==> src/verilog/ccio_pkg.sv <==
package ccio_pkg;
	// register byte addresses
	localparam logic [7:0] OFS_IO_HIGH = 8'h00;
	localparam logic [7:0] OFS_IO_LOW = 8'h04;
	localparam logic [7:0] OFS_CTRL = 8'h08;
	localparam logic [7:0] OFS_GR_B = 8'h0C;
	localparam logic [7:0] OFS_GR_D = 8'h10;
	localparam logic [7:0] OFS_IRQ_STAT = 8'h14;
	localparam logic [7:0] OFS_IRQ_MASK = 8'h18;
	// field positions inside the io control registers
	localparam int FLD_HI_LSB = 4;
	localparam int FLD_LO_LSB = 0;
	localparam int FLD_W = 4;
	// bits inside a 4-bit function field
	localparam int FB_CAPTURE = 3;
	localparam int FB_LEVEL = 2;
	localparam int FB_EDGE_BOTH = 1;
	localparam int FB_EDGE_FALL = 0;
	localparam logic [1:0] ACT_NONE = 2'h0;
	localparam logic [1:0] ACT_LOW = 2'h1;
	localparam logic [1:0] ACT_HIGH = 2'h2;
	localparam logic [1:0] ACT_TOGGLE = 2'h3;
	// control register layout
	localparam int CTRL_START = 0;
	localparam int CTRL_BUF_B = 1;
	localparam int CTRL_PSC_LSB = 2;
	localparam int CTRL_W = 5;
	localparam logic [2:0] PSC_UNDIVIDED = 3'h0;
	// interrupt status layout
	localparam int IRQ_MATCH_B = 0;
	localparam int IRQ_CAP_B = 1;
	localparam int IRQ_MATCH_D = 2;
	localparam int IRQ_CAP_D = 3;
	localparam int IRQ_W = 4;
	// reset values
	localparam logic [7:0] IOCTL_RST = 8'h00;
	localparam logic [CTRL_W-1:0] CTRL_RST = 5'h00;
	localparam logic [31:0] GR_RST = 32'h0000_0000;
	localparam logic [IRQ_W-1:0] IRQ_RST = 4'h0;
	// axi responses
	localparam logic [1:0] RESP_OKAY = 2'h0;
	localparam logic [1:0] RESP_DECERR = 2'h3;

	typedef struct packed {
		logic [7:0] awaddr;
		logic awvalid;
		logic [31:0] wdata;
		logic [3:0] wstrb;
		logic wvalid;
		logic bready;
		logic [7:0] araddr;
		logic arvalid;
		logic rready;
	} ccio_axi_req_s;

	typedef struct packed {
		logic awready;
		logic wready;
		logic [1:0] bresp;
		logic bvalid;
		logic arready;
		logic [31:0] rdata;
		logic [1:0] rresp;
		logic rvalid;
	} ccio_axi_rsp_s;
endpackage : ccio_pkg

==> src/verilog/ccio_top.sv <==
// What this block does
// field top bit 0 selects output compare, 1 selects input capture
// compare codes set initial pin level from bit 6; 0000 and 0100 disable output
// compare code low bits 01 drive pin low at compare match
// compare code low bits 10 drive pin high at compare match
// compare code low bits 11 toggle pin at compare match
// pin capture with bit 6 zero: bits 5:4 00 rising, 01 falling edge
// pin capture with bit 5 set captures on both edges, bit 4 ignored
// bits 7 and 6 set capture counter on each channel 1 count step
// channel 1 count capture never fires while its prescale select is 000
// buffer mode B set: register D makes no compare match and no capture
// low control register bits 7:4 hold D field, read/write, reset 0
// low control register bits 3:0 hold C field, read/write, reset 0
// initial pin level applies while the counter start bit is 0
// compare match is the cycle where counter equals compare register
`timescale 1ns/10ps
module ccio_top #(
	parameter int CNT_W = 16
) (
	// clock and reset
	input wire logic clk,
	input wire logic reset,
	// register bus
	input wire ccio_pkg::ccio_axi_req_s axiReq,
	output ccio_pkg::ccio_axi_rsp_s axiRsp,
	// timer pins, index 0 = pin B, 1 = pin D
	input wire logic [1:0] timerPinIn,
	output logic [1:0] timerPinOut,
	output logic [1:0] timerPinOe,
	// counters
	input wire logic [CNT_W-1:0] counterCh0,
	input wire logic ch1CountPulse,
	// interrupt
	output logic irq
);
	ccio_pkg::ccio_axi_rsp_s axiRsp_ff;
	logic awHeld_ff;
	logic wHeld_ff;
	logic [7:0] awAddr_ff;
	logic [31:0] wData_ff;
	logic [3:0] wStrb_ff;
	logic [7:0] ioHigh_ff;
	logic [7:0] ioLow_ff;
	logic [ccio_pkg::CTRL_W-1:0] ctrl_ff;
	logic [ccio_pkg::IRQ_W-1:0] irqStat_ff;
	logic [ccio_pkg::IRQ_W-1:0] irqMask_ff;
	logic [ccio_pkg::IRQ_W-1:0] nxt_irqStat;
	logic irq_ff;
	logic [1:0] pinS1_ff;
	logic [1:0] pinS2_ff;
	logic [1:0] pinS3_ff;
	logic wrEn;
	logic wrHit;
	logic rdHit;
	logic [31:0] rdData;
	logic [ccio_pkg::FLD_W-1:0] fld [2];
	logic [CNT_W-1:0] grVal [2];
	logic [1:0] matchEv;
	logic [1:0] capEv;
	logic [1:0] wrGr;
	logic counterRun;
	logic bufModeB;
	logic [2:0] prescaleSel;
	logic ch1Ev;

	assign axiRsp = axiRsp_ff;
	assign irq = irq_ff;
	assign counterRun = ctrl_ff[ccio_pkg::CTRL_START];
	assign bufModeB = ctrl_ff[ccio_pkg::CTRL_BUF_B];
	assign prescaleSel = ctrl_ff[ccio_pkg::CTRL_PSC_LSB +: 3];
	assign fld[0] = ioHigh_ff[ccio_pkg::FLD_HI_LSB +: ccio_pkg::FLD_W];
	assign fld[1] = ioLow_ff[ccio_pkg::FLD_HI_LSB +: ccio_pkg::FLD_W];
	assign wrEn = awHeld_ff && wHeld_ff && !axiRsp_ff.bvalid;
	// undivided count clock gives no capture source
	assign ch1Ev = ch1CountPulse && (prescaleSel != ccio_pkg::PSC_UNDIVIDED);

	// address decode
	always_comb
	begin
		wrHit = (awAddr_ff == ccio_pkg::OFS_IO_HIGH) || (awAddr_ff == ccio_pkg::OFS_IO_LOW)
			|| (awAddr_ff == ccio_pkg::OFS_CTRL) || (awAddr_ff == ccio_pkg::OFS_GR_B)
			|| (awAddr_ff == ccio_pkg::OFS_GR_D) || (awAddr_ff == ccio_pkg::OFS_IRQ_STAT)
			|| (awAddr_ff == ccio_pkg::OFS_IRQ_MASK);
		wrGr[0] = wrEn && wStrb_ff[0] && (awAddr_ff == ccio_pkg::OFS_GR_B);
		wrGr[1] = wrEn && wStrb_ff[0] && (awAddr_ff == ccio_pkg::OFS_GR_D);
		rdHit = 1'b1;
		rdData = 32'h0000_0000;
		if (axiReq.araddr == ccio_pkg::OFS_IO_HIGH)
			rdData[7:0] = ioHigh_ff;
		else if (axiReq.araddr == ccio_pkg::OFS_IO_LOW)
			rdData[7:0] = ioLow_ff;
		else if (axiReq.araddr == ccio_pkg::OFS_CTRL)
			rdData[ccio_pkg::CTRL_W-1:0] = ctrl_ff;
		else if (axiReq.araddr == ccio_pkg::OFS_GR_B)
			rdData[CNT_W-1:0] = grVal[0];
		else if (axiReq.araddr == ccio_pkg::OFS_GR_D)
			rdData[CNT_W-1:0] = grVal[1];
		else if (axiReq.araddr == ccio_pkg::OFS_IRQ_STAT)
			rdData[ccio_pkg::IRQ_W-1:0] = irqStat_ff;
		else if (axiReq.araddr == ccio_pkg::OFS_IRQ_MASK)
			rdData[ccio_pkg::IRQ_W-1:0] = irqMask_ff;
		else
			rdHit = 1'b0;
	end

	// axi write and read channels
	always_ff @(posedge clk or posedge reset)
	begin
		if (reset)
		begin
			axiRsp_ff <= '0;
			axiRsp_ff.awready <= 1'b1;
			axiRsp_ff.wready <= 1'b1;
			axiRsp_ff.arready <= 1'b1;
			awHeld_ff <= 1'b0;
			wHeld_ff <= 1'b0;
			awAddr_ff <= 8'h00;
			wData_ff <= 32'h0000_0000;
			wStrb_ff <= 4'h0;
		end
		else
		begin
			if (axiReq.awvalid && axiRsp_ff.awready)
			begin
				awHeld_ff <= 1'b1;
				awAddr_ff <= axiReq.awaddr;
				axiRsp_ff.awready <= 1'b0;
			end
			if (axiReq.wvalid && axiRsp_ff.wready)
			begin
				wHeld_ff <= 1'b1;
				wData_ff <= axiReq.wdata;
				wStrb_ff <= axiReq.wstrb;
				axiRsp_ff.wready <= 1'b0;
			end
			if (wrEn)
			begin
				awHeld_ff <= 1'b0;
				wHeld_ff <= 1'b0;
				axiRsp_ff.bvalid <= 1'b1;
				axiRsp_ff.bresp <= wrHit ? ccio_pkg::RESP_OKAY : ccio_pkg::RESP_DECERR;
			end
			if (axiRsp_ff.bvalid && axiReq.bready)
			begin
				axiRsp_ff.bvalid <= 1'b0;
				axiRsp_ff.awready <= 1'b1;
				axiRsp_ff.wready <= 1'b1;
			end
			if (axiReq.arvalid && axiRsp_ff.arready)
			begin
				axiRsp_ff.arready <= 1'b0;
				axiRsp_ff.rvalid <= 1'b1;
				axiRsp_ff.rdata <= rdData;
				axiRsp_ff.rresp <= rdHit ? ccio_pkg::RESP_OKAY : ccio_pkg::RESP_DECERR;
			end
			if (axiRsp_ff.rvalid && axiReq.rready)
			begin
				axiRsp_ff.rvalid <= 1'b0;
				axiRsp_ff.arready <= 1'b1;
			end
		end
	end

	// control and io control registers
	always_ff @(posedge clk or posedge reset)
	begin
		if (reset)
		begin
			ioHigh_ff <= ccio_pkg::IOCTL_RST;
			ioLow_ff <= ccio_pkg::IOCTL_RST;
			ctrl_ff <= ccio_pkg::CTRL_RST;
			irqMask_ff <= ccio_pkg::IRQ_RST;
		end
		else if (wrEn && wStrb_ff[0])
		begin
			if (awAddr_ff == ccio_pkg::OFS_IO_HIGH)
				ioHigh_ff <= wData_ff[7:0];
			else if (awAddr_ff == ccio_pkg::OFS_IO_LOW)
				ioLow_ff <= wData_ff[7:0];
			else if (awAddr_ff == ccio_pkg::OFS_CTRL)
				ctrl_ff <= wData_ff[ccio_pkg::CTRL_W-1:0];
			else if (awAddr_ff == ccio_pkg::OFS_IRQ_MASK)
				irqMask_ff <= wData_ff[ccio_pkg::IRQ_W-1:0];
		end
	end

	// pin synchronisers; third stage only feeds edge detection
	always_ff @(posedge clk or posedge reset)
	begin
		if (reset)
		begin
			pinS1_ff <= 2'h0;
			pinS2_ff <= 2'h0;
			pinS3_ff <= 2'h0;
		end
		else
		begin
			pinS1_ff <= timerPinIn;
			pinS2_ff <= pinS1_ff;
			pinS3_ff <= pinS2_ff;
		end
	end

	// per-register function: index 0 = B, 1 = D
	for (genvar i = 0; i < 2; i++)
	begin : g_ch
		logic active;
		logic isCap;
		logic rise;
		logic fall;
		logic pinEv;
		logic outVal_ff;
		logic outEn_ff;
		logic [CNT_W-1:0] gr_ff;

		assign active = (i == 0) || !bufModeB;
		assign isCap = fld[i][ccio_pkg::FB_CAPTURE];
		assign rise = pinS2_ff[i] && !pinS3_ff[i];
		assign fall = !pinS2_ff[i] && pinS3_ff[i];
		always_comb
		begin
			if (fld[i][ccio_pkg::FB_EDGE_BOTH])
				pinEv = rise || fall;
			else if (fld[i][ccio_pkg::FB_EDGE_FALL])
				pinEv = fall;
			else
				pinEv = rise;
		end
		assign matchEv[i] = active && !isCap && counterRun && (counterCh0 == gr_ff);
		assign capEv[i] = active && isCap
			&& (fld[i][ccio_pkg::FB_LEVEL] ? ch1Ev : pinEv);
		assign grVal[i] = gr_ff;
		assign timerPinOut[i] = outVal_ff;
		assign timerPinOe[i] = outEn_ff;

		// capture beats a bus write in the same cycle
		always_ff @(posedge clk or posedge reset)
		begin
			if (reset)
				gr_ff <= ccio_pkg::GR_RST[CNT_W-1:0];
			else if (capEv[i])
				gr_ff <= counterCh0;
			else if (wrGr[i])
				gr_ff <= wData_ff[CNT_W-1:0];
		end

		always_ff @(posedge clk or posedge reset)
		begin
			if (reset)
			begin
				outVal_ff <= 1'b0;
				outEn_ff <= 1'b0;
			end
			else
			begin
				outEn_ff <= active && !isCap && (fld[i][1:0] != ccio_pkg::ACT_NONE);
				if (!counterRun)
					outVal_ff <= fld[i][ccio_pkg::FB_LEVEL];
				else if (matchEv[i])
				begin
					case (fld[i][1:0])
						ccio_pkg::ACT_LOW: outVal_ff <= 1'b0;
						ccio_pkg::ACT_HIGH: outVal_ff <= 1'b1;
						ccio_pkg::ACT_TOGGLE: outVal_ff <= !outVal_ff;
						default: outVal_ff <= outVal_ff;
					endcase
				end
			end
		end
	end

	// sticky status, write one to clear, new events win
	always_comb
	begin
		nxt_irqStat = irqStat_ff;
		if (wrEn && wStrb_ff[0] && (awAddr_ff == ccio_pkg::OFS_IRQ_STAT))
			nxt_irqStat = irqStat_ff & ~wData_ff[ccio_pkg::IRQ_W-1:0];
		nxt_irqStat[ccio_pkg::IRQ_MATCH_B] = nxt_irqStat[ccio_pkg::IRQ_MATCH_B] | matchEv[0];
		nxt_irqStat[ccio_pkg::IRQ_CAP_B] = nxt_irqStat[ccio_pkg::IRQ_CAP_B] | capEv[0];
		nxt_irqStat[ccio_pkg::IRQ_MATCH_D] = nxt_irqStat[ccio_pkg::IRQ_MATCH_D] | matchEv[1];
		nxt_irqStat[ccio_pkg::IRQ_CAP_D] = nxt_irqStat[ccio_pkg::IRQ_CAP_D] | capEv[1];
	end

	always_ff @(posedge clk or posedge reset)
	begin
		if (reset)
		begin
			irqStat_ff <= ccio_pkg::IRQ_RST;
			irq_ff <= 1'b0;
		end
		else
		begin
			irqStat_ff <= nxt_irqStat;
			irq_ff <= |(nxt_irqStat & irqMask_ff);
		end
	end
endmodule : ccio_top

==> config.mk <==
export PLATFORM = sky130hd
export DESIGN_NAME = ccio_top
export DESIGN_NICKNAME = d
export VERILOG_FILES = /design/src/verilog/ccio_pkg.sv /design/src/verilog/ccio_top.sv
export SDC_FILE = /design/constraint.sdc
export NUM_CORES = 1
export LEC_CHECK = 0
export BUFFER_PORTS_ARGS = -buffer_cell sky130_fd_sc_hd__buf_2
export CORE_UTILIZATION = 50
export CTS_CLUSTER_DIAMETER = 80
export DETAILED_ROUTE_END_ITERATION = 12
export GPL_TIMING_DRIVEN = 0
export PLACE_DENSITY = 0.84
export RECOVER_POWER = 50
export SLEW_MARGIN = 0
export SYNTH_ARGS = -nofsm -noshare
export SYNTH_HDL_FRONTEND = slang
export SYNTH_SLANG_ARGS = --single-unit
==> constraint.sdc <==
create_clock -name clk -period 5 [get_ports clk]
set_clock_uncertainty 0.1 [all_clocks]
set_input_delay 0.25 -clock clk [delete_from_list [all_inputs] [get_ports clk]]
set_output_delay 0.25 -clock clk [all_outputs]
set_load 0.01 [all_outputs]
==> metrics.csv <==
stage,metric,value,unit
critical_path,largest fanout of any net on the critical path,10,
routing,detailed-route wire length,16.9,mm
clock_network,clock latency of the later-clocked register in the worst-skew pair,430,ps
global_routing,grt peak-use layer,met2,
die,initial cell density of the core,0.516,
power_and_ir_drop,power per standard cell area,483,nW/um^2
critical_path,Setup crit start kind,flip-flop,
global_routing,GRT overflow,0,
yosys,top-area cell type share of the netlist area,0.478,
sta,slew at the pin closest to its max-slew limit,1750,ps
sta,Final TNS setup,0,ps
power_and_ir_drop,VDD IR max,0.000335,V
power_and_ir_drop,Final Power,3.83,mW
global_routing,total routing usage reported by global routing,0.280,
yosys,mux cell area share after synthesis,0.152,
sta,endpoints failing setup,0,
clock_network,CTS H-Tree Depth,4,
yosys,synthesized-area fraction occupied by and/or/nand/nor cells,0.113,
cells_and_area,Nets,820,
sta,Slew headroom,-0.175,
run_status,result of the run,"complete, but fails checks",
power_and_ir_drop,reported leakage power,3.74,nW
die,Die Y-Extent,114,microns
yosys,combinational family with the most area after synthesis,multiplexers,
placed_design,Post-Place Worst Slack,2260,ps
placed_design,placed cell area,6950,sq um
sta,final clock period utilization by the worst path,0.581,
global_routing,initial antenna violation count,0,
die,number of I/O pins,124,
routing,number of vias in the routed layout,5229,
flow_run,MaxCap Viol Count,1,
routing,per-cell via count in the routed design,5.73,
min_path,Hold Crit Class,in -> reg,
cells_and_area,diode count,0,
yosys,synth top area cells,"dfrtp_1 48%, mux2_2 9.6%, mux2i_1 5.6%",
yosys,register bit total from synthesis,122,
die,Die Span X,114,microns
clock_network,buffers inserted during post-CTS setup optimization,0,
yosys,"EDFF count, synth",0,
cells_and_area,final design instance area without fill,7930,sq um
clock_network,clock tree from TritonCTS,built,
yosys,post-synthesis cell count,570,
yosys,number of unique standard cell types used by synthesis,57,
global_routing,met3 Usage GRT,0.0770,
clock_network,Bufs on Longest Clock Path,2,
cells_and_area,Syn-to-layout area delta,27.4,%
placed_design,IO Port Bufs,86,
sta,Final Hold Viols,0,
yosys,share of the synthesized netlist area taken by xor and xnor gates,0.0450,
yosys,Ys Warns,0,
critical_path,endpoint required time on the critical path,5230,ps
clock_network,cts bufs inserted,17,
cells_and_area,utilization after layout,0.657,
placed_design,global placement routability congestion,0.930,
global_routing,global-route wire length before repair,27.2,mm
yosys,proportion of synthesized flip-flops having asynchronous set or reset,1.00,
die,floorplan die area,12900,sq um
sta,timing-limited maximum frequency,344,MHz
critical_path,critical path capture point type,flip-flop,
global_routing,via count of the first global-routing pass,5438,
cells_and_area,share of layout cells above drive strength 1,0.263,
clock_network,number of resized instances in the post-cts repair step,0,
critical_path,CP arrival,3140,ps
yosys,compound-gate portion of the synthesized area,0.115,
clock_network,number of sinks driven by the clock tree,122,
routing,number of DRC violations after detailed-routing iteration 0,399,
yosys,most instantiated flip-flop cell in the synthesis netlist,dfrtp_1,
yosys,synthesized area per cell,10.9,sq um
placed_design,detailed-placement wirelength estimate,11.6,mm
sta,max-slew violation count,39,
clock_network,root buffer selected by CTS,clkbuf_16,
yosys,largest area contributor in the synthesized netlist,dfrtp_1,
clock_network,"Reg clk slew, reported paths",60,ps
global_routing,met2 track demand over resource in global routing,0.471,
run_status,violated checks,"max-capacitance violations, max-slew violations",
routing,Routed Antenna Nets,0,
routing,router iterations before antenna repair,6,
yosys,Mapped Area,6220,sq um
yosys,synthesized-area fraction occupied by adder cells,0.0201,
die,Rows,40,
sta,setup repair after global routing missed its margin,false,
global_routing,largest net degree at the start of global routing,85,
routing,routed wirelength normalized by instance count,18.5,microns
sta,"Min Clock Period, post-route",2910,ps
global_routing,GR Util met1,0.323,
yosys,post-synthesis sequential area ratio,0.491,
sta,Worst Slack Setup Final,2090,ps
routing,number of remaining DRC errors,0,
critical_path,Setup CP Type,reg -> reg,
die,area of the core region,12100,sq um
[Yosys cell counts (all sizes together) (2+ instances only)]
| library cell | count |
|---|---|
| a211oi | 4 |
| a21boi | 4 |
| a21o | 4 |
| a21oi | 12 |
| a221oi | 8 |
| a222oi | 3 |
| a22oi | 3 |
| a31o | 2 |
| a31oi | 9 |
| a32oi | 3 |
| and3 | 2 |
| buf | 32 |
| clkbuf | 11 |
| dfrtp | 119 |
| dfstp | 3 |
| ha | 10 |
| inv | 25 |
| mux2 | 53 |
| mux2i | 35 |
| nand2 | 55 |
| nand2b | 4 |
| nand3 | 11 |
| nand3b | 3 |
| nand4 | 5 |
| nand4b | 2 |
| nor2 | 30 |
| nor2b | 4 |
| nor3 | 6 |
| nor4 | 4 |
| nor4b | 3 |
| o2111ai | 3 |
| o211ai | 3 |
| o21ai | 47 |
| o31ai | 4 |
| or2 | 3 |
| or4 | 2 |
| xnor2 | 26 |
| xor2 | 6 |
[layer usage]
metal | wire [microns] | up-vias
li1 | - | 2315
met1 | 6420 | 2577
met2 | 8400 | 268
met3 | 1310 | 69
met4 | 762 | 0
met5 | 0 | -
[kinds of logic after synthesis]
kind of cell | after synthesis
and+or+nand+nor | 136
DFF | 122
AOI/OAI and AO/OA | 112
muxes | 88
buffers and inverters | 69
xor gates and xnor gates | 32
adders and majority gates | 10
other | 1
[registers in the layout, indices dropped and copies added (netlist names)]
register and count:
awAddr_ff 8, ioHigh_ff 8, wStrb_ff 1, pinS2_ff 2, pinS1_ff 2, axiRsp 23, pinS3_ff 2, irqMask_ff 4
wHeld_ff 1, irq 1, g_ch.outVal_ff 2, ioLow_ff 8, g_ch.gr_ff 32, wData_ff 16, g_ch.outEn_ff 2, awHeld_ff 1
ctrl_ff 5, irqStat_ff 4
[layout make-up]
| type | instances | area [sq um] |
|---|---|---|
| Clock inverter | 8 | 119 |
| Inverter | 25 | 95.1 |
| Tap cell | 168 | 210 |
| Fill cell | 889 | 4130 |
| Timing Repair Buffer | 128 | 846 |
| Buffer | 44 | 304 |
| Sequential cell | 122 | 3060 |
| Clock buffer | 24 | 472 |
| Multi-Input combinational cell | 394 | 2830 |
[worst paths after layout]
kind                           startpoint                 to  cells after the start  slack, ps
setup / recovery              pinS2_ff[1]  g_ch[1].gr_ff[13]                      8       2090
hold / removal             counterCh0[10]  g_ch[1].gr_ff[10]                      3          6
setup reg to reg              pinS2_ff[1]  g_ch[1].gr_ff[13]                      8       2090
hold reg to reg               pinS1_ff[1]        pinS2_ff[1]                      0        250
max in group asynchronous           reset         axiRsp[35]                      4       3020
min in group asynchronous           reset       awAddr_ff[7]                      3        710
[placed cells by master, fill, tap and decap left out, types with 10 or more instances in the layout]
cell type,count
buf_4,23
mux2_2,53
nor2_1,30
o21ai_1,11
dlygate4sd3_1,41
ha_1,10
o21ai_0,36
conb_1,16
nand2_1,55
clkbuf_1,34
xnor2_1,26
inv_1,24
nand3_1,10
buf_2,70
mux2i_1,35
dfrtp_1,119
clkbuf_16,17
a21oi_1,12
[worst max-delay path, stage by stage (launching register included)]
cell	delay, ps
dfrtp_1	360
inv_1	60
ha_1	290
a21oi_1	130
o21ai_0	100
a211oi_1	1040
clkbuf_1	500
nand2_1	120
o21ai_0	110
[power by group]
| part | switching (mW) | internal, mW | total, mW |
|---|---|---|---|
| Clock | 0.427 | 0.806 | 1.23 |
| Sequential | 0.365 | 1.32 | 1.68 |
| Combinational | 0.438 | 0.477 | 0.914 |
| Total | 1.23 | 2.60 | 3.83 |
[through the flow]
stage | hold WS [ps] | instances
floorplan | 181 | 585
global placement | 243 | 839
detailed placement | 170 | 840
CTS | 2.82 | 913
global route | 19.9 | 913
finish | 6.06 | 913
[repair_timing]
item | CTS | global route
endpoints found under the hold margin | 73 | 0
hold buffers | 41 | 0
setup endpoints to repair | 0 | 0
Power figures use the tool's default switching activity.
